==> src/gfs_pkg.sv <==
// Constants, register map and types of the gating fault supervisor.
// Assumes a 20 MHz system clock; all long timings are counted in millisecond ticks.
package gfs_pkg;

  // Clock and time base
  localparam int unsigned CLK_HZ         = 20_000_000;
  localparam int unsigned MS_PER_S       = 1000;
  localparam int unsigned TICK_CYCLES    = CLK_HZ / MS_PER_S;
  localparam int unsigned TW             = 22;

  // Documented times in their own units, then as millisecond counts
  localparam real         T_RES_HOLD_MIN = 2.5;
  localparam real         T_INTR_FAST_S  = 2.0;
  localparam real         T_INTR_STD_S   = 4.0;
  localparam real         T_PMODE_H      = 1.0;
  localparam real         T_OVR_OFF_S    = 120.0;
  localparam real         T_OVR_LOCK_S   = 150.0;
  localparam real         T_SIMUL_S      = 0.5;
  localparam real         T_SYNC_MIN     = 1.0;
  localparam real         T_BLINK_HZ     = 1.0;
  localparam int unsigned RES_HOLD_MS    = int'(T_RES_HOLD_MIN * 60.0 * 1000.0);
  localparam int unsigned INTR_FAST_MS   = int'(T_INTR_FAST_S * 1000.0);
  localparam int unsigned INTR_STD_MS    = int'(T_INTR_STD_S * 1000.0);
  localparam int unsigned PMODE_MS       = int'(T_PMODE_H * 3600.0 * 1000.0);
  localparam int unsigned OVR_OFF_MS     = int'(T_OVR_OFF_S * 1000.0);
  localparam int unsigned OVR_LOCK_MS    = int'(T_OVR_LOCK_S * 1000.0);
  localparam int unsigned SIMUL_MS       = int'(T_SIMUL_S * 1000.0);
  localparam int unsigned SYNC_MS        = int'(T_SYNC_MIN * 60.0 * 1000.0);
  localparam int unsigned BLINK_HALF_MS  = int'(1000.0 / (2.0 * T_BLINK_HZ));

  // Register map (byte addresses)
  localparam logic [7:0]  ADR_CTRL       = 8'h00;
  localparam logic [7:0]  ADR_STATUS     = 8'h04;
  localparam int unsigned CTRL_MODE_LSB  = 0;
  localparam int unsigned CTRL_PMODE_BIT = 3;
  localparam int unsigned CTRL_LINE_LSB  = 4;
  localparam logic [31:0] CTRL_RESET     = 32'h0000_0005;
  localparam logic [31:0] CTRL_MASK      = 32'h0000_007f;
  localparam int unsigned ST_CODE_LSB    = 0;
  localparam int unsigned ST_CAT_LSB     = 8;
  localparam int unsigned ST_LOCK_BIT    = 10;
  localparam int unsigned ST_OUT_A_BIT   = 11;
  localparam int unsigned ST_OUT_B_BIT   = 12;
  localparam int unsigned ST_RED_BIT     = 13;
  localparam int unsigned ST_STATE_LSB   = 16;

  // Gating operating modes
  localparam logic [2:0]  MODE_QSTOP     = 3'h1;
  localparam logic [2:0]  MODE_SHORT     = 3'h4;
  localparam logic [2:0]  MODE_PARTIAL   = 3'h6;

  // Code category prefixes
  localparam logic [1:0]  CAT_NONE       = 2'h0;
  localparam logic [1:0]  CAT_INTERNAL   = 2'h1;
  localparam logic [1:0]  CAT_EXTERNAL   = 2'h2;
  localparam logic [1:0]  CAT_USAGE      = 2'h3;

  // External error code numbers
  localparam int unsigned NUM_CODES      = 80;
  localparam int unsigned ERR_OUT_BASE   = 3;
  localparam int unsigned NUM_OUT_FAULTS = 9;
  localparam int unsigned ERR_UNDERV     = 14;
  localparam int unsigned ERR_OVERV      = 15;
  localparam int unsigned ERR_OVERV_HI   = 16;
  localparam int unsigned ERR_TEMP_HI    = 18;
  localparam int unsigned ERR_TEMP_LO    = 19;
  localparam int unsigned ERR_LINE_BASE  = 22;
  localparam int unsigned NUM_LINES      = 3;
  localparam int unsigned ERR_RES_STUCK  = 39;
  localparam int unsigned ERR_POLARITY   = 41;
  localparam int unsigned ERR_BEAM_CFG   = 60;
  localparam int unsigned ERR_RESP_TIME  = 61;
  localparam int unsigned ERR_BLANK_OVL  = 62;
  localparam int unsigned ERR_LATE_INTR  = 64;
  localparam int unsigned ERR_PMODE_TO   = 65;
  localparam int unsigned ERR_START_DROP = 66;
  localparam int unsigned ERR_HOLD_DROP  = 67;
  localparam int unsigned ERR_OVR_TO     = 68;
  localparam int unsigned ERR_SIMUL      = 69;
  localparam int unsigned ERR_FIELD_LOST = 70;
  localparam int unsigned ERR_EARLY_FLD  = 71;
  localparam int unsigned ERR_ANTIV_END  = 72;
  localparam int unsigned ERR_ANTIV_STOP = 73;
  localparam int unsigned ERR_START_LOCK = 74;

  // Supervisor states, one-hot
  typedef enum logic [5:0] {
    ST_RUN   = 6'h01,
    ST_ARMED = 6'h02,
    ST_GATE  = 6'h04,
    ST_END   = 6'h08,
    ST_OFF   = 6'h10,
    ST_LOCK  = 6'h20
  } gfs_state_t;

endpackage

==> src/gfs_timer.sv <==
// Millisecond timer used by the gating fault supervisor.
// Assumes a one-cycle tick per millisecond from the same clock domain.
`timescale 1ns/1ps
`default_nettype none
module gfs_timer
  import gfs_pkg::*;
(
  input  wire logic          clk,
  input  wire logic          sys_rst,
  input  wire logic          ce,
  input  wire logic          tick,
  input  wire logic          run,
  output logic [TW-1:0]      count
);
  logic [TW-1:0] count_reg;
  logic [TW-1:0] count_next;

  // Clears while idle, saturates so a held condition never wraps back to zero
  always_comb
  begin
    count_next = count_reg;
    if (!run)
      count_next = '0;
    else if (tick && (count_reg != {TW{1'b1}}))
      count_next = count_reg + 1'b1;
  end

  always_ff @(posedge clk)
  begin
    if (sys_rst)
      count_reg <= '0;
    else if (ce)
      count_reg <= count_next;
  end

  assign count = count_reg;
endmodule // gfs_timer
`default_nettype wire

==> src/gfs_supervisor.sv <==
// Gating fault supervisor: detector flags, gating sequence checks, code latch,
// safety output control and a classic Wishbone register slave.
// Assumes all pin inputs are asynchronous to clk; one clock, synchronous reset.
// Behaviour
// - Any output-stage fault flag: report its code, outputs off, no locking.
// - Undervoltage or overvoltage: code and outputs off; severe overvoltage locks.
// - Temperature too high or low: code and outputs off.
// - Signal line read-back mismatch or joint switching: line code, outputs off.
// - Restart button held beyond 2.5 min: stuck code, outputs off.
// - Supply polarity reversal changing mode: code and locking.
// - Beam configuration, response time, blanking overlap faults: own codes, outputs off.
// - Field not interrupted within 2 s or 4 s of start: off, reset needed.
// - Protective mode: 1 h without violation and start still high: off, reset.
// - Start input dropping during override before field clear: code, outputs off.
// - Modes 1 and 6: hold input dropping during override: code, outputs off.
// - Override over 120 s switches outputs off; over 150 s locks.
// - Modes 1 and 6: start and hold skew over 0.5 s: code, off.
// - Field interrupted in a gating pass and start inactive, or sync beams over 1 min: off.
// - Field violated before sequence reset: code, off, reset needed.
// - Modes 1 and 6: antivalence lost at end or qualified stop: codes, off.
// - Start input high while restart interlock locked: code, outputs stay off.
// - Displayed code carries a category prefix: always external, never internal or usage.
// - External error active: red indicator blinks at about 1 Hz.
`timescale 1ns/1ps
`default_nettype none
module gfs_supervisor
  import gfs_pkg::*;
#(
  parameter int unsigned MS_CYCLES   = TICK_CYCLES,
  parameter int unsigned RES_HOLD    = RES_HOLD_MS,
  parameter int unsigned INTR_FAST   = INTR_FAST_MS,
  parameter int unsigned INTR_STD    = INTR_STD_MS,
  parameter int unsigned PMODE_LIM   = PMODE_MS,
  parameter int unsigned OVR_OFF     = OVR_OFF_MS,
  parameter int unsigned OVR_LOCK    = OVR_LOCK_MS,
  parameter int unsigned SYNC_LIM    = SYNC_MS
)
(
  input  wire logic        clk,
  input  wire logic        sys_rst,
  input  wire logic        ce,
  // Wishbone classic slave
  input  wire logic        wb_cyc_i,
  input  wire logic        wb_stb_i,
  input  wire logic        wb_we_i,
  input  wire logic [7:0]  wb_adr_i,
  input  wire logic [3:0]  wb_sel_i,
  input  wire logic [31:0] wb_dat_i,
  output logic [31:0]      wb_dat_o,
  output logic             wb_ack_o,
  // Detector flags and machine-side pins
  input  wire logic [8:0]  out_fault_in,
  input  wire logic        underv_in,
  input  wire logic        overv_in,
  input  wire logic        overv_hi_in,
  input  wire logic        temp_hi_in,
  input  wire logic        temp_lo_in,
  input  wire logic [2:0]  line_rb_in,
  input  wire logic        restart_button_in,
  input  wire logic        polarity_rev_in,
  input  wire logic        beam_cfg_fault_in,
  input  wire logic        resp_time_fault_in,
  input  wire logic        blank_overlap_in,
  input  wire logic        field_int_in,
  input  wire logic        sync_int_in,
  input  wire logic        gating_start_in,
  input  wire logic        gating_hold_in,
  input  wire logic        override_in,
  input  wire logic        qstop_in,
  // Outputs
  output logic [2:0]       line_out,
  output logic             safety_output_a,
  output logic             safety_output_b,
  output logic [1:0]       disp_cat,
  output logic [7:0]       disp_code,
  output logic             led_red,
  output logic             locked
);
  localparam int unsigned PW   = 28;
  localparam int unsigned TCW  = $clog2(MS_CYCLES + 1);
  localparam int unsigned NTMR = 5;
  localparam int unsigned TM_RES = 0;
  localparam int unsigned TM_INTR = 1;
  localparam int unsigned TM_OVR = 2;
  localparam int unsigned TM_SIMUL = 3;
  localparam int unsigned TM_SYNC = 4;

  // Limit check shared by every timed condition
  function automatic logic t_over(input logic [TW-1:0] c, input int unsigned lim);
    return c > TW'(lim);
  endfunction

  // Lowest set code wins a tie
  function automatic logic [7:0] first_code(input logic [NUM_CODES-1:0] d);
    logic [7:0] r;
    r = 8'h00;
    for (int i = NUM_CODES - 1; i >= 0; i--)
      if (d[i])
        r = 8'(i);
    return r;
  endfunction

  gfs_state_t         state_reg, state_next;
  logic [PW-1:0]      sync1_reg, sync2_reg, prev_reg;
  logic [31:0]        ctrl_reg, ctrl_next;
  logic [2:0]         drv_d1_reg, drv_d2_reg;
  logic [TCW-1:0]     tick_cnt_reg, tick_cnt_next;
  logic               tick;
  logic [8:0]         blink_cnt_reg, blink_cnt_next;
  logic               blink_reg, blink_next;
  logic [7:0]         code_reg, code_next;
  logic               out_reg, out_next;
  logic               ack_reg, ack_next;
  logic [31:0]        rdat_reg, rdat_next;
  logic [NUM_CODES-1:0] det;
  logic               any_det, lock_det;
  logic [NTMR-1:0]    run;
  logic [TW-1:0]      cnt [NTMR];

  // Unpacked, synchronised pins
  logic [8:0] fault_s;
  logic [2:0] rb_s, rb_edge;
  logic uv_s, ov_s, ovh_s, thi_s, tlo_s, res_s, pol_s, beam_s, resp_s, blank_s;
  logic fld_s, snc_s, gs_s, gh_s, ovr_s, qs_s, res_rel, gs_rise, gs_fall, qs_rise;
  logic [2:0] mode;
  logic       pmode, dual, active;
  logic [31:0] status;

  // Two-stage synchroniser; logic reads the second stage and its one-cycle delayed copy prev_reg
  always_ff @(posedge clk)
  begin
    if (sys_rst)
    begin
      sync1_reg <= '0;
      sync2_reg <= '0;
      prev_reg  <= '0;
    end
    else if (ce)
    begin
      sync1_reg <= {out_fault_in, underv_in, overv_in, overv_hi_in, temp_hi_in, temp_lo_in,
                    line_rb_in, restart_button_in, polarity_rev_in, beam_cfg_fault_in,
                    resp_time_fault_in, blank_overlap_in, field_int_in, sync_int_in,
                    gating_start_in, gating_hold_in, override_in, qstop_in};
      sync2_reg <= sync1_reg;
      prev_reg  <= sync2_reg;
    end
  end

  assign {fault_s, uv_s, ov_s, ovh_s, thi_s, tlo_s, rb_s, res_s, pol_s, beam_s, resp_s,
          blank_s, fld_s, snc_s, gs_s, gh_s, ovr_s, qs_s} = sync2_reg;
  assign rb_edge = rb_s ^ prev_reg[13:11];
  assign res_rel = prev_reg[10] & ~res_s;
  assign gs_rise = gs_s & ~prev_reg[3];
  assign gs_fall = ~gs_s & prev_reg[3];
  assign qs_rise = qs_s & ~prev_reg[0];
  assign mode    = ctrl_reg[CTRL_MODE_LSB +: 3];
  assign pmode   = ctrl_reg[CTRL_PMODE_BIT];
  assign dual    = (mode == MODE_QSTOP) || (mode == MODE_PARTIAL);
  assign active  = (state_reg == ST_RUN) || (state_reg == ST_ARMED) || (state_reg == ST_GATE);

  // Millisecond tick and 1 Hz blink base
  always_comb
  begin
    tick           = (tick_cnt_reg == TCW'(MS_CYCLES - 1));
    tick_cnt_next  = tick ? '0 : tick_cnt_reg + 1'b1;
    blink_cnt_next = blink_cnt_reg;
    blink_next     = blink_reg;
    if (tick)
    begin
      if (blink_cnt_reg == 9'(BLINK_HALF_MS - 1))
      begin
        blink_cnt_next = '0;
        blink_next     = ~blink_reg;
      end
      else
        blink_cnt_next = blink_cnt_reg + 1'b1;
    end
  end

  // Timer run conditions; each timer clears as soon as its condition goes away
  always_comb
  begin
    run           = '0;
    run[TM_RES]   = res_s;
    run[TM_INTR]  = (state_reg == ST_ARMED);
    // Keeps counting after the off reaction, so the lock limit is still reached
    run[TM_OVR]   = ovr_s && ((state_reg == ST_GATE) ||
                              (code_reg == 8'(ERR_OVR_TO)));
    run[TM_SIMUL] = dual && active && (gs_s != gh_s);
    run[TM_SYNC]  = fld_s && snc_s;
  end

  for (genvar g = 0; g < NTMR; g++)
  begin : g_tmr
    gfs_timer u_tmr (
      .clk     (clk),
      .sys_rst (sys_rst),
      .ce      (ce),
      .tick    (tick),
      .run     (run[g]),
      .count   (cnt[g])
    );
  end

  // Fault detection, one bit per code number
  always_comb
  begin
    det = '0;
    for (int i = 0; i < NUM_OUT_FAULTS; i++)
      det[ERR_OUT_BASE + i] = fault_s[i];
    det[ERR_UNDERV]   = uv_s;
    det[ERR_OVERV]    = ov_s;
    det[ERR_OVERV_HI] = ovh_s;
    det[ERR_TEMP_HI]  = thi_s;
    det[ERR_TEMP_LO]  = tlo_s;
    // Drive is delayed to match the synchroniser, so no false mismatch on a change
    for (int i = 0; i < NUM_LINES; i++)
      det[ERR_LINE_BASE + i] = (rb_s[i] != drv_d2_reg[i]) ||
                               (rb_edge[i] && |(rb_edge & ~(3'h1 << i)));
    det[ERR_RES_STUCK] = t_over(cnt[TM_RES], RES_HOLD);
    det[ERR_POLARITY]  = pol_s;
    det[ERR_BEAM_CFG]  = beam_s;
    det[ERR_RESP_TIME] = resp_s;
    det[ERR_BLANK_OVL] = blank_s;
    if (state_reg == ST_ARMED)
    begin
      if (!pmode)
        det[ERR_LATE_INTR] = t_over(cnt[TM_INTR],
                                    (mode == MODE_SHORT) ? INTR_FAST : INTR_STD);
      else
        det[ERR_PMODE_TO] = t_over(cnt[TM_INTR], PMODE_LIM) && gs_s;
    end
    if (state_reg == ST_GATE)
    begin
      det[ERR_START_DROP] = ovr_s && !gs_s;
      det[ERR_HOLD_DROP]  = ovr_s && dual && !gh_s;
      det[ERR_FIELD_LOST] = !ovr_s && !gs_s;
    end
    det[ERR_FIELD_LOST] = det[ERR_FIELD_LOST] || t_over(cnt[TM_SYNC], SYNC_LIM);
    det[ERR_OVR_TO]     = t_over(cnt[TM_OVR], OVR_OFF);
    det[ERR_SIMUL]      = t_over(cnt[TM_SIMUL], SIMUL_MS);
    if (state_reg == ST_END)
    begin
      det[ERR_EARLY_FLD] = fld_s;
      det[ERR_ANTIV_END] = dual && gs_fall && (gs_s == gh_s);
    end
    det[ERR_ANTIV_STOP] = dual && qs_rise && (gs_s == gh_s) &&
                          ((state_reg == ST_ARMED) || (state_reg == ST_GATE));
    det[ERR_START_LOCK] = (state_reg == ST_OFF) && gs_s && (code_reg == 8'h00);
    any_det  = |det;
    lock_det = ovh_s || pol_s || t_over(cnt[TM_OVR], OVR_LOCK);
  end

  // Sequence and reaction state machine; starts with the restart interlock locked
  always_comb
  begin
    state_next = state_reg;
    code_next  = code_reg;
    case (state_reg)
      ST_RUN:
        if (gs_rise)
          state_next = ST_ARMED;
      ST_ARMED:
        if (fld_s)
          state_next = ST_GATE;
        else if (!gs_s)
          state_next = ST_RUN;
      ST_GATE:
        if (!fld_s)
          state_next = ST_END;
      ST_END:
        if (!gs_s)
          state_next = ST_RUN;
      ST_OFF:
        if (res_rel && !any_det)
        begin
          state_next = ST_RUN;
          code_next  = 8'h00;
        end
      ST_LOCK:
        state_next = ST_LOCK;
      default:
        state_next = ST_LOCK;
    endcase
    if (lock_det)
      state_next = ST_LOCK;
    else if (any_det && (state_reg != ST_LOCK))
      state_next = ST_OFF;
    // First code stays shown; a later fault never overwrites it
    if (any_det && (code_reg == 8'h00))
      code_next = first_code(det);
    out_next = (state_next == ST_RUN) || (state_next == ST_ARMED) ||
               (state_next == ST_GATE) || (state_next == ST_END);
  end

  // Register access; ack is registered, so every access answers one cycle later
  always_comb
  begin
    status = '0;
    status[ST_CODE_LSB +: 8]  = code_reg;
    status[ST_CAT_LSB +: 2]   = disp_cat;
    status[ST_LOCK_BIT]       = (state_reg == ST_LOCK);
    status[ST_OUT_A_BIT]      = out_reg;
    status[ST_OUT_B_BIT]      = out_reg;
    status[ST_RED_BIT]        = led_red;
    status[ST_STATE_LSB +: 6] = state_reg;
    ack_next  = wb_cyc_i && wb_stb_i && !ack_reg;
    ctrl_next = ctrl_reg;
    rdat_next = rdat_reg;
    if (ack_next)
    begin
      if (wb_adr_i == ADR_CTRL)
        rdat_next = ctrl_reg;
      else if (wb_adr_i == ADR_STATUS)
        rdat_next = status;
      else
        rdat_next = '0;
    end
    // Write lands only at the edge where the master sees ack high
    if (wb_cyc_i && wb_stb_i && wb_we_i && ack_reg && (wb_adr_i == ADR_CTRL))
      for (int b = 0; b < 4; b++)
        if (wb_sel_i[b])
          ctrl_next[b*8 +: 8] = wb_dat_i[b*8 +: 8] & CTRL_MASK[b*8 +: 8];
  end

  // State registers
  always_ff @(posedge clk)
  begin
    if (sys_rst)
    begin
      state_reg     <= ST_OFF;
      code_reg      <= 8'h00;
      out_reg       <= 1'b0;
      ctrl_reg      <= CTRL_RESET;
      ack_reg       <= 1'b0;
      rdat_reg      <= '0;
      tick_cnt_reg  <= '0;
      blink_cnt_reg <= '0;
      blink_reg     <= 1'b0;
      drv_d1_reg    <= '0;
      drv_d2_reg    <= '0;
    end
    else if (ce)
    begin
      state_reg     <= state_next;
      code_reg      <= code_next;
      out_reg       <= out_next;
      ctrl_reg      <= ctrl_next;
      ack_reg       <= ack_next;
      rdat_reg      <= rdat_next;
      tick_cnt_reg  <= tick_cnt_next;
      blink_cnt_reg <= blink_cnt_next;
      blink_reg     <= blink_next;
      drv_d1_reg    <= ctrl_reg[CTRL_LINE_LSB +: 3];
      drv_d2_reg    <= drv_d1_reg;
    end
  end

  // Outputs; only external codes are raised here
  assign line_out        = ctrl_reg[CTRL_LINE_LSB +: 3];
  assign safety_output_a = out_reg;
  assign safety_output_b = out_reg;
  assign disp_code       = code_reg;
  assign disp_cat        = (code_reg != 8'h00) ? CAT_EXTERNAL : CAT_NONE;
  assign led_red         = (code_reg != 8'h00) ? blink_reg : !out_reg;
  assign locked          = (state_reg == ST_LOCK);
  assign wb_ack_o        = ack_reg;
  assign wb_dat_o        = rdat_reg;
endmodule // gfs_supervisor
`default_nettype wire

==> config.mk <==
export PLATFORM = sky130hd
export DESIGN_NAME = gfs_supervisor
export DESIGN_NICKNAME = d
export VERILOG_FILES = /design/src/gfs_pkg.sv /design/src/gfs_timer.sv /design/src/gfs_supervisor.sv
export SDC_FILE = /design/constraint.sdc
export NUM_CORES = 1
export LEC_CHECK = 0
export BUFFER_PORTS_ARGS = -buffer_cell sky130_fd_sc_hd__buf_4
export CAP_MARGIN = 20
export CORE_ASPECT_RATIO = 0.6
export CORE_UTILIZATION = 50
export CTS_BUF_LIST = sky130_fd_sc_hd__clkbuf_8
export CTS_CLUSTER_SIZE = 24
export DETAILED_ROUTE_END_ITERATION = 6
export HOLD_SLACK_MARGIN = 0.08
export MAX_ROUTING_LAYER = met4
export PLACE_DENSITY = 0.78
export SLEW_MARGIN = 20
export SYNTH_ARGS = -nofsm -noshare
export SYNTH_HDL_FRONTEND = slang
export SYNTH_HIERARCHICAL = 1
export SYNTH_SLANG_ARGS = --single-unit
export TNS_END_PERCENT = 20
==> constraint.sdc <==
create_clock -name clk -period 4 [get_ports clk]
set_input_delay 0.4 -clock clk [delete_from_list [all_inputs] [get_ports clk]]
set_output_delay 0.4 -clock clk [all_outputs]
set_load 0.01 [all_outputs]
## After elaboration in Yosys (flattened, before gate mapping)

Cells that the tools add are included.

- Output and inout bits: 50
- Memory bits (read-only): 0
- Word-level logic and storage cells: 214
- Register bits: 266
- Memories: 0
- Latch bits: 0
- Bits in writable memories: 0

- Add/subtract/negate cells: 7
- Div/mod/pow operators: 0
- Multiplexer cells: 67
- Equality and inequality tests: 33
- Reductions and logical operators: 71
- Shift operators: 0
- Bitwise logic cells: 10
- Magnitude comparators: 7
- Multiply operators: 0

Operator list:

| kind | number |
|---|---|
| $mux 8 | 35 |
| $mux 22 | 12 |
| $add 22x1->22 const B | 5 |
| $ne 22x22->1 const B | 5 |
| $gt 22x18->1 const B | 2 |
| $mux 6 | 7 |
| $reduce_or 33->1 | 1 |
| $logic_and 1x1->1 | 32 |
| $pmux 6 s5 | 1 |
| $gt 22x12->1 | 1 |
| $gt 22x16->1 const B | 1 |
| $gt 22x17->1 const B | 1 |
| $gt 22x22->1 const B | 1 |
| $gt 22x9->1 const B | 1 |
| $logic_not 8->1 | 2 |
| $add 15x1->15 const B | 1 |
| $eq 15x15->1 const B | 1 |
| $mux 15 | 1 |
| $logic_or 1x1->1 | 14 |
| $reduce_and 2->1 | 7 |
| $eq 6x1->1 const B | 2 |
| $eq 6x2->1 const B | 2 |
| $eq 6x3->1 const B | 2 |
| $eq 6x4->1 const B | 2 |
| other kinds (26) | 56 |

## Longest topological paths before layout

Gate-level depths: netlist of the first run.

- Word-level depth: 38
- Gate-level depth with buffers: 12
- Depth with buffers taken out: 12

## Cells and area by module

Netlist of the first run, hierarchy kept.

Modules (own cells, without submodules):

| module | seq. area each (µm²) | cells an instance | times used | area each (µm²) |
|---|---|---|---|---|
| gfs_timer | 440.4 | 149 | 5 | 1312.5 |
| gfs_supervisor | 2642.5 | 749 | 1 | 6500.0 |

## Least setup slack after synthesis of the first run

Ideal clock, no wire load.

- Path type: register to register
- Start: register state_reg[2]
- End: register g_tmr[3].u_tmr.count_reg[21]
- Buffers on the path: 2
- Slack: 1.097 ns
- Required time: 3.899 ns
- Stages on the path, launching flop included: 12
- Library setup time: 0.101 ns
- Arrival: 2.802 ns
- Cell sequence: dfxtp_1 clkbuf_1 or4_1 or3b_2 nor2b_1 nor3_1 nand2b_1 nand2b_1 clkbuf_1 a21oi_1 o31ai_1 o41ai_1

- Longest elaborated chain between the ends: 7
- Elaborated cells on any way between the ends: 10
- Those cells by class: 4 x eq/ne; 1 x mux; 5 x reduce/logical

RTL lines:

| element | RTL line | source |
|---|---|---|
| from (decl) | gfs_supervisor.sv:103 | `gfs_state_t state_reg, state_next;` |
| from (signal assigned) | gfs_supervisor.sv:345 | `state_reg <= state_next;` |
| $eq 6x1->1 / $eq 6x2->1 (equally long branches) | gfs_supervisor.sv:159 | `assign active = (state_reg == ST_RUN) \|\| (state_reg == ST_ARMED) \|\| (state_reg == ST_GATE);` |
| $logic_or 1x1->1 | gfs_supervisor.sv:159 |  |
| $logic_or 1x1->1 (*) | gfs_supervisor.sv:159 |  |
| $logic_and 1x1->1 (*) (2 in a row) | gfs_supervisor.sv:189 | `run[TM_SIMUL] = dual && active && (gs_s != gh_s);` |
| net run[3] | gfs_supervisor.sv:117 | `logic [NTMR-1:0] run;` |
| $ne 2x2->1 (no source line) | - |  |
| $reduce_and 2->1 (no source line) | - |  |
| to (signal assigned) | gfs_timer.sv:33 | `count_reg <= count_next;` |
| to (decl) | gfs_timer.sv:15 | `logic [TW-1:0] count_reg;` |

Mark *: on every way through the listed nets, which the timed path passes. The rest lies on a longest branch.
A chain may end at the register's enable or synchronous reset.

## Worst setup path in the final report of the first run

- Start: register g_tmr[2].u_tmr.count_reg[20]
- End: register code_reg[3], in the netlist disp_code[3]

- Longest elaborated chain between the ends: 29
- Elaborated cells on any way between the ends: 36
- Those cells by class: 1 x order compare; 28 x mux; 7 x reduce/logical

RTL lines:

| element | RTL line | source |
|---|---|---|
| from (decl) | gfs_timer.sv:15 |  |
| from (signal assigned) | gfs_timer.sv:33 |  |
| $gt 22x17->1 (*) | gfs_supervisor.sv:90 | `return c > TW'(lim);` |
| $mux 8 (27 in a row) | gfs_supervisor.sv:98 | `if (d[i])` |
| $mux 8 | gfs_supervisor.sv:290 | `if (any_det && (code_reg == 8'h00))` |
| to (signal assigned) | gfs_supervisor.sv:346 | `code_reg <= code_next;` |
| to (decl) | gfs_supervisor.sv:111 | `logic [7:0] code_reg, code_next;` |

Mark *: on every way between the ends. The rest lies on a longest branch, timed or not.

==> results of run 1 <==
-- power groups by stage --
stage               combinational, W  sequential, W  clock, W
finish                      0.000430        0.00250   0.00209
global placement            0.000392        0.00255         0
CTS                         0.000423        0.00249   0.00213
detailed placement          0.000401        0.00255         0
floorplan                   0.000273        0.00253         0
global route                0.000468        0.00250   0.00225
-- metrics by stage --
stage	cell area [um^2]	util, %	total power (W)	setup WS, ns	hold WS, ns
after global routing	14910	58.60	0.005215	0.2917	0.09141
after detailed placement	13910	54.64	0.002948	0.5954	0.4756
after CTS	14910	58.60	0.005051	0.5608	0.08084
final	14910	58.60	0.005014	0.5164	0.09662
after floorplan	13120	-	0.002805	1.097	0.4515
after global placement	13910	54.64	0.002937	0.6678	0.4651
-- critical path: stages (launching register included) --
cell and delay, ns:
dfxtp_1 0.37, nor4_1 0.56, or4b_1 0.48, o21ai_1 0.41, nand4_1 0.17, or3_1 0.47, nand2b_1 0.18, a2111oi_0 0.57
a22o_1 0.20
-- area by class of cell --
| type | count | area (um^2) |
|---|---|---|
| fillers | 2258 | 10540 |
| multi-input cells | 1176 | 7816 |
| flip-flops and latches | 242 | 4845 |
| repair buffers | 122 | 993.5 |
| clock buffers | 45 | 619.3 |
| well taps | 352 | 440.4 |
| clock inverters | 22 | 128.9 |
| inverters | 19 | 71.32 |
-- synth_stat cells (8+ instances only) --
cell type / n
xor2_1: 13
a31oi_1: 10
nor2_1: 206
nand3_1: 66
and2_1: 13
o22ai_1: 21
ha_1: 11
nor3b_1: 8
a21oi_1: 55
and3_1: 9
o31ai_1: 44
nand2_1: 112
nand4_1: 46
a22oi_1: 17
inv_1: 19
mux2i_1: 80
or2_2: 15
nor4_4: 20
or3_1: 18
clkbuf_1: 35
dfxtp_1: 242
buf_1: 11
nor3_1: 38
a21o_1: 22
nand2b_1: 32
nand4_4: 10
nor4_1: 34
or4_1: 10
o21ai_0: 46
xnor2_1: 27
buf_4: 21
o2bb2ai_1: 15
o311ai_0: 8
a211oi_1: 10
a32o_1: 8
-- logic make-up (layout without fill, tap and decap cells) --
logic type                 after synthesis  after routing  share of synthesized area (%)
other                                    1             16                        0.02871
adders and majority gates               11             11                          1.054
DFF                                    242            242                          37.09
and+or+nand+nor                        679            679                          29.89
buffers and inverters                   91            208                          3.506
muxes                                   87             87                          6.734
AOI/OAI and AO/OA                      343            343                          19.01
xor gates and xnor gates                40             40                          2.682
-- routing by layer --
metal	GRT usage, %	wire (um)
met1	38.66	16760
met2	35.06	13890
met3	6.121	3249
met4	7.246	684
met5	-	0
-- how the worst max path moves through the flow --
| stage | slack, ns | start | cells past startpoint | end |
|---|---|---|---|---|
| after floorplan | 1.10 | state_reg[2] | 11 | g_tmr[3].u_tmr/count[21] |
| after global placement | 0.67 | g_tmr[2].u_tmr/count[20] | 8 | disp_code[3] |
| after detailed placement | 0.60 | g_tmr[2].u_tmr/count[20] | 8 | disp_code[3] |
| after CTS | 0.56 | g_tmr[2].u_tmr/count[20] | 8 | disp_code[3] |
| after global routing | 0.29 | g_tmr[2].u_tmr/count[20] | 8 | disp_code[3] |
| final | 0.52 | g_tmr[2].u_tmr/count[20] | 8 | disp_code[3] |
-- what timing repair did --
item / CTS / global route
hold buffers: 26 / 0
endpoints found under the hold margin: 26 / 0
resized for setup: 0 / 0
==> impl_metrics.json, run 1 <==
{
  "status": "finished clean",
  "internal-power_w": 0.003730,
  "die_area_um2": 26800,
  "die_h_um": 127.2,
  "ys_seq_area_share_pct": 37.09,
  "relSlewSlack_pct": 32.34,
  "r2r_end": "disp_code[3]",
  "cp.arrival_ns": 3.98,
  "setup-violations-final": 0,
  "clk_pin_slew_worst_paths_ns": 0.07,
  "min_period_ns": 3.484,
  "clk_latency_ns": 0.56,
  "ir_drop_mv": 0.2893,
  "swShare_pct": 25.61,
  "drv_slew": 0,
  "worst_pin_slew_ns": 1.006,
  "hold_viol_final": 0,
  "drt_pass1_iterations": 7,
  "wirelength_um": 34580,
  "ys_ff_latch": 242,
  "synthTopCellsByArea": "dfxtp_1 (37%), mux2i_1 (6.1%), nor2_1 (5.9%)",
  "num_rows": 45,
  "required_ns": 4.50,
  "worstHoldStart": "override_in",
  "wl_per_cell_um": 17.48,
  "rsz0062_at_grt": "false",
  "async_flop_share_pct": 0,
  "io_buffers": 83,
  "grt_pass1_wl_um": 55850,
  "avgSynthCellArea_um2": 8.743,
  "htree_levels": 2,
  "rrSetupSlack_ns": 0.52,
  "power_frac_seq_pct": 49.8,
  "cp-end-kind": "flip-flop",
  "crit_type": "flip-flop to flip-flop",
  "place_congestion": 0.9353,
  "drc": 0,
  "clockBufferDepth": 3,
  "yosysUniqueCellTypes": 79,
  "cts-root-buf": "clkbuf_8",
  "postRouteAntennaNets": 0,
  "power.switching_w": 0.001284,
  "fin_nets": 1687,
  "clockPowerShare_pct": 41.7,
  "fmax_mhz": 287.1,
  "first_global_vias": 10797,
  "synth_enable_flop_cells": 0,
  "vias_per_cell": 6.169,
  "ys.flop_type": "dfxtp_1",
  "maxCapViolations": 0,
  "core_area_um2": 25450,
  "critPathMaxFanout": 6,
  "initial_utilization_pct": 51.33,
  "syn_inst": 1494,
  "cts.sinks": 242,
  "ios": 128,
  "place_hpwl_um": 24360,
  "vias": 12203,
  "grt_overflow_total": 0,
  "min_path_cells": 3,
  "drive_gt1_share_pct": 14.88,
  "area_growth_pct": 14.18,
  "final_common_cell": "dfxtp_1",
  "numCtsBuffers": 37,
  "cts_tree": "yes",
  "hold-path-endpoint": "sync1_reg[1]",
  "grt_max_degree": 100,
  "layout_common_cells": "dfxtp_1 (242), nor2_1 (206), nand2_1 (112), buf_4 (95), mux2i_1 (80)",
  "stdcell_count": 1978,
  "drt_iter0_drc": 1428,
  "yosysWarnings": 6,
  "yosysTopAreaCellShare_pct": 37.09,
  "cts_setup_buffers": 0,
  "holdCritPathClass": "input pin to flip-flop",
  "largest_reg_flops": 110,
  "power_density_nw_per_um2": 336.2,
  "cp-start-kind": "flip-flop",
  "track_usage_pct": 26.22,
  "p_leak_nw": 6.159,
  "diodes": 0,
  "die_w_um": 210.7,
  "r2r-start": "g_tmr[2].u_tmr/count[20]",
  "ff2ff_path_depth": 8,
  "synth.largest_area_cell": "dfxtp_1",
  "fin_setup_tns_ns": 0,
  "skew_ns": 0.01953,
  "final.period_utilization_pct": 87.09,
  "dp.cells": 1885,
  "antenna_found_initial": 0,
  "p_comb_share_pct": 8.6,
  "syn_area_um2": 13060
}
No activity file was read; power rests on OpenSTA's default activity.
==> inputs of run 2 (changes only) <==
CORE_MARGIN = 3   (was unset)
==> impl_metrics.json, run 2 (synthesis gave the netlist of run 1 again) <==
{
  "status": "finished clean",
  "crit_cells": 8,
  "worstHoldStart": "wb_dat_i[6]",
  "drt_pass1_iterations": 5,
  "cts.sinks": 242,
  "skew_ns": 0.02369,
  "diodes": 0,
  "hold_viol_final": 0,
  "grt_max_degree": 60,
  "core_area_um2": 25510,
  "fin_setup_tns_ns": 0,
  "r2r-start": "g_tmr[2].u_tmr/count[20]",
  "clk_pin_slew_worst_paths_ns": 0.06,
  "maxCapViolations": 0,
  "critPathMaxFanout": 6,
  "place_hpwl_um": 24750,
  "cp_cell_sequence": "nor4_1, or4b_1, o21ai_1, nand4_1, or3_1, nand2b_1, a2111oi_0, a22o_1",
  "vias": 12176,
  "cp-start-kind": "flip-flop",
  "internal-power_w": 0.003835,
  "numCtsBuffers": 38,
  "vias_per_cell": 6.178,
  "r2r_end": "disp_code[3]",
  "power_frac_seq_pct": 49.0,
  "io_buffers": 83,
  "drc": 0,
  "place_congestion": 0.9467,
  "die_area_um2": 28160,
  "wl_per_cell_um": 17.56,
  "fill_cells": 2237,
  "cts-root-buf": "clkbuf_8",
  "relSlewSlack_pct": 31.43,
  "first_global_vias": 11038,
  "htree_levels": 2,
  "rrSetupSlack_ns": 0.43,
  "min_path_cells": 3,
  "power_density_nw_per_um2": 342.1,
  "drv_slew": 0,
  "grt_pass1_wl_um": 56520,
  "ios": 128,
  "antenna_found_initial": 0,
  "worst_pin_slew_ns": 1.019,
  "clk_latency_ns": 0.56,
  "final.period_utilization_pct": 89.27,
  "area_growth_pct": 13.96,
  "dp.cells": 1887,
  "slowest_delay_ns": 0.59,
  "final_common_cell": "dfxtp_1",
  "p_comb_share_pct": 8.4,
  "wirelength_um": 34610,
  "num_rows": 45,
  "die_h_um": 131.2,
  "fin_nets": 1684,
  "die_w_um": 214.7,
  "cpMaxStageDelayCell": "nor4_1",
  "post_dp_cell_area_um2": 13910,
  "drt_iter0_drc": 1067,
  "holdCritPathClass": "input pin to flip-flop",
  "fin_area_um2": 14890,
  "grt_overflow_total": 0,
  "swShare_pct": 24.69,
  "power.switching_w": 0.001257,
  "p_leak_nw": 6.147,
  "cts_tree": "yes",
  "largest_reg_flops": 110,
  "ir_drop_mv": 0.2486,
  "setup_slack_ns": 0.4290,
  "crit_buf_inv": 0,
  "dp_slack_ns": 0.5574,
  "required_ns": 4.49,
  "hold-path-endpoint": "ctrl_reg[6]",
  "track_usage_pct": 24.36,
  "clockBufferDepth": 3,
  "rsz0062_at_grt": "false",
  "drive_gt1_share_pct": 14.95,
  "cts_setup_buffers": 0,
  "ff2ff_path_depth": 8,
  "crit_type": "flip-flop to flip-flop",
  "setup-violations-final": 0,
  "clockPowerShare_pct": 42.6,
  "layout_common_cells": "dfxtp_1 (242), nor2_1 (206), nand2_1 (112), buf_4 (98), mux2i_1 (80)",
  "stdcell_count": 1971,
  "cp-end-kind": "flip-flop",
  "fmax_mhz": 280.0,
  "postRouteAntennaNets": 0,
  "cp.arrival_ns": 4.06,
  "min_period_ns": 3.571,
  "initial_utilization_pct": 51.21,
  "path_delay_family": "simple AND/OR/NAND/NOR gates"
}
## run 2: changes by cell type in the layout (fill, tap and decap cells not counted), sizes merged
| cell | previous run | this run |
|---|---|---|
| buf | 96 | 98 |
| bufinv | 1 | 2 |
| clkbuf | 45 | 48 |
| clkinv | 4 | 0 |
| clkinvlp | 2 | 1 |
| dlygate4sd3 | 26 | 20 |
| inv | 34 | 32 |
## run 2: metal layers
metal	GRT usage, %	vias to the layer above	wire length, um
li1	-	5818	-
met1	36.32	5818	16990
met2	33.35	478	14290
met3	4.853	62	2686
met4	6.275	0	637
met5	-	-	0
## run 2: worst register-to-register path, cell delays in order, from the launching register on
cell       delay [ns]
dfxtp_1          0.37
nor4_1           0.59
or4b_1           0.50
o21ai_1          0.43
nand4_1          0.19
or3_1            0.48
nand2b_1         0.19
a2111oi_0        0.56
a22o_1           0.20
## run 2: worst max-delay path by stage
stage	startpoint	endpoint	slack, ns
detailed placement	g_tmr[2].u_tmr/count[20]	disp_code[3]	0.56
finish	g_tmr[2].u_tmr/count[20]	disp_code[3]	0.43
floorplan	state_reg[2]	g_tmr[3].u_tmr/count[21]	1.10
global route	g_tmr[2].u_tmr/count[20]	disp_code[3]	0.23
CTS	g_tmr[2].u_tmr/count[20]	disp_code[3]	0.53
global placement	g_tmr[2].u_tmr/count[20]	disp_code[3]	0.68
## run 2: repair_timing
| item | 4_1_cts | 5_1_grt |
|---|---|---|
| hold buffers | 20 | 0 |
| hold endpoints to repair | 20 | 0 |
| resized for setup | 0 | 0 |
## run 2: area by class of cell
type                    instances  area (um^2)  area share [%]
clock buffers                  48        660.6           4.438
clock inverters                16        116.4          0.7817
inverters                      19        71.32          0.4791
multi-input cells            1176         7816           52.51
flip-flops and latches        242         4845           32.55
well taps                     352        440.4           2.959
repair buffers                118        935.9           6.287
## run 2: power by group through the flow
stage / sequential (W) / combinational (W) / clock (W)
floorplan: 0.00253 / 0.000273 / 0
global placement: 0.00255 / 0.000392 / 0
detailed placement: 0.00255 / 0.000402 / 0
CTS: 0.00249 / 0.000421 / 0.00221
global route: 0.00250 / 0.000464 / 0.00231
finish: 0.00250 / 0.000428 / 0.00217
## run 2: per-stage QoR
| step | util [%] | hold slack [ns] | power [W] |
|---|---|---|---|
| after floorplan | - | 0.4515 | 0.002805 |
| after global placement | 54.53 | 0.4656 | 0.002938 |
| after detailed placement | 54.53 | 0.4843 | 0.002950 |
| after CTS | 58.36 | 0.08193 | 0.005127 |
| after global routing | 58.36 | 0.09686 | 0.005277 |
| final | 58.36 | 0.09899 | 0.005093 |
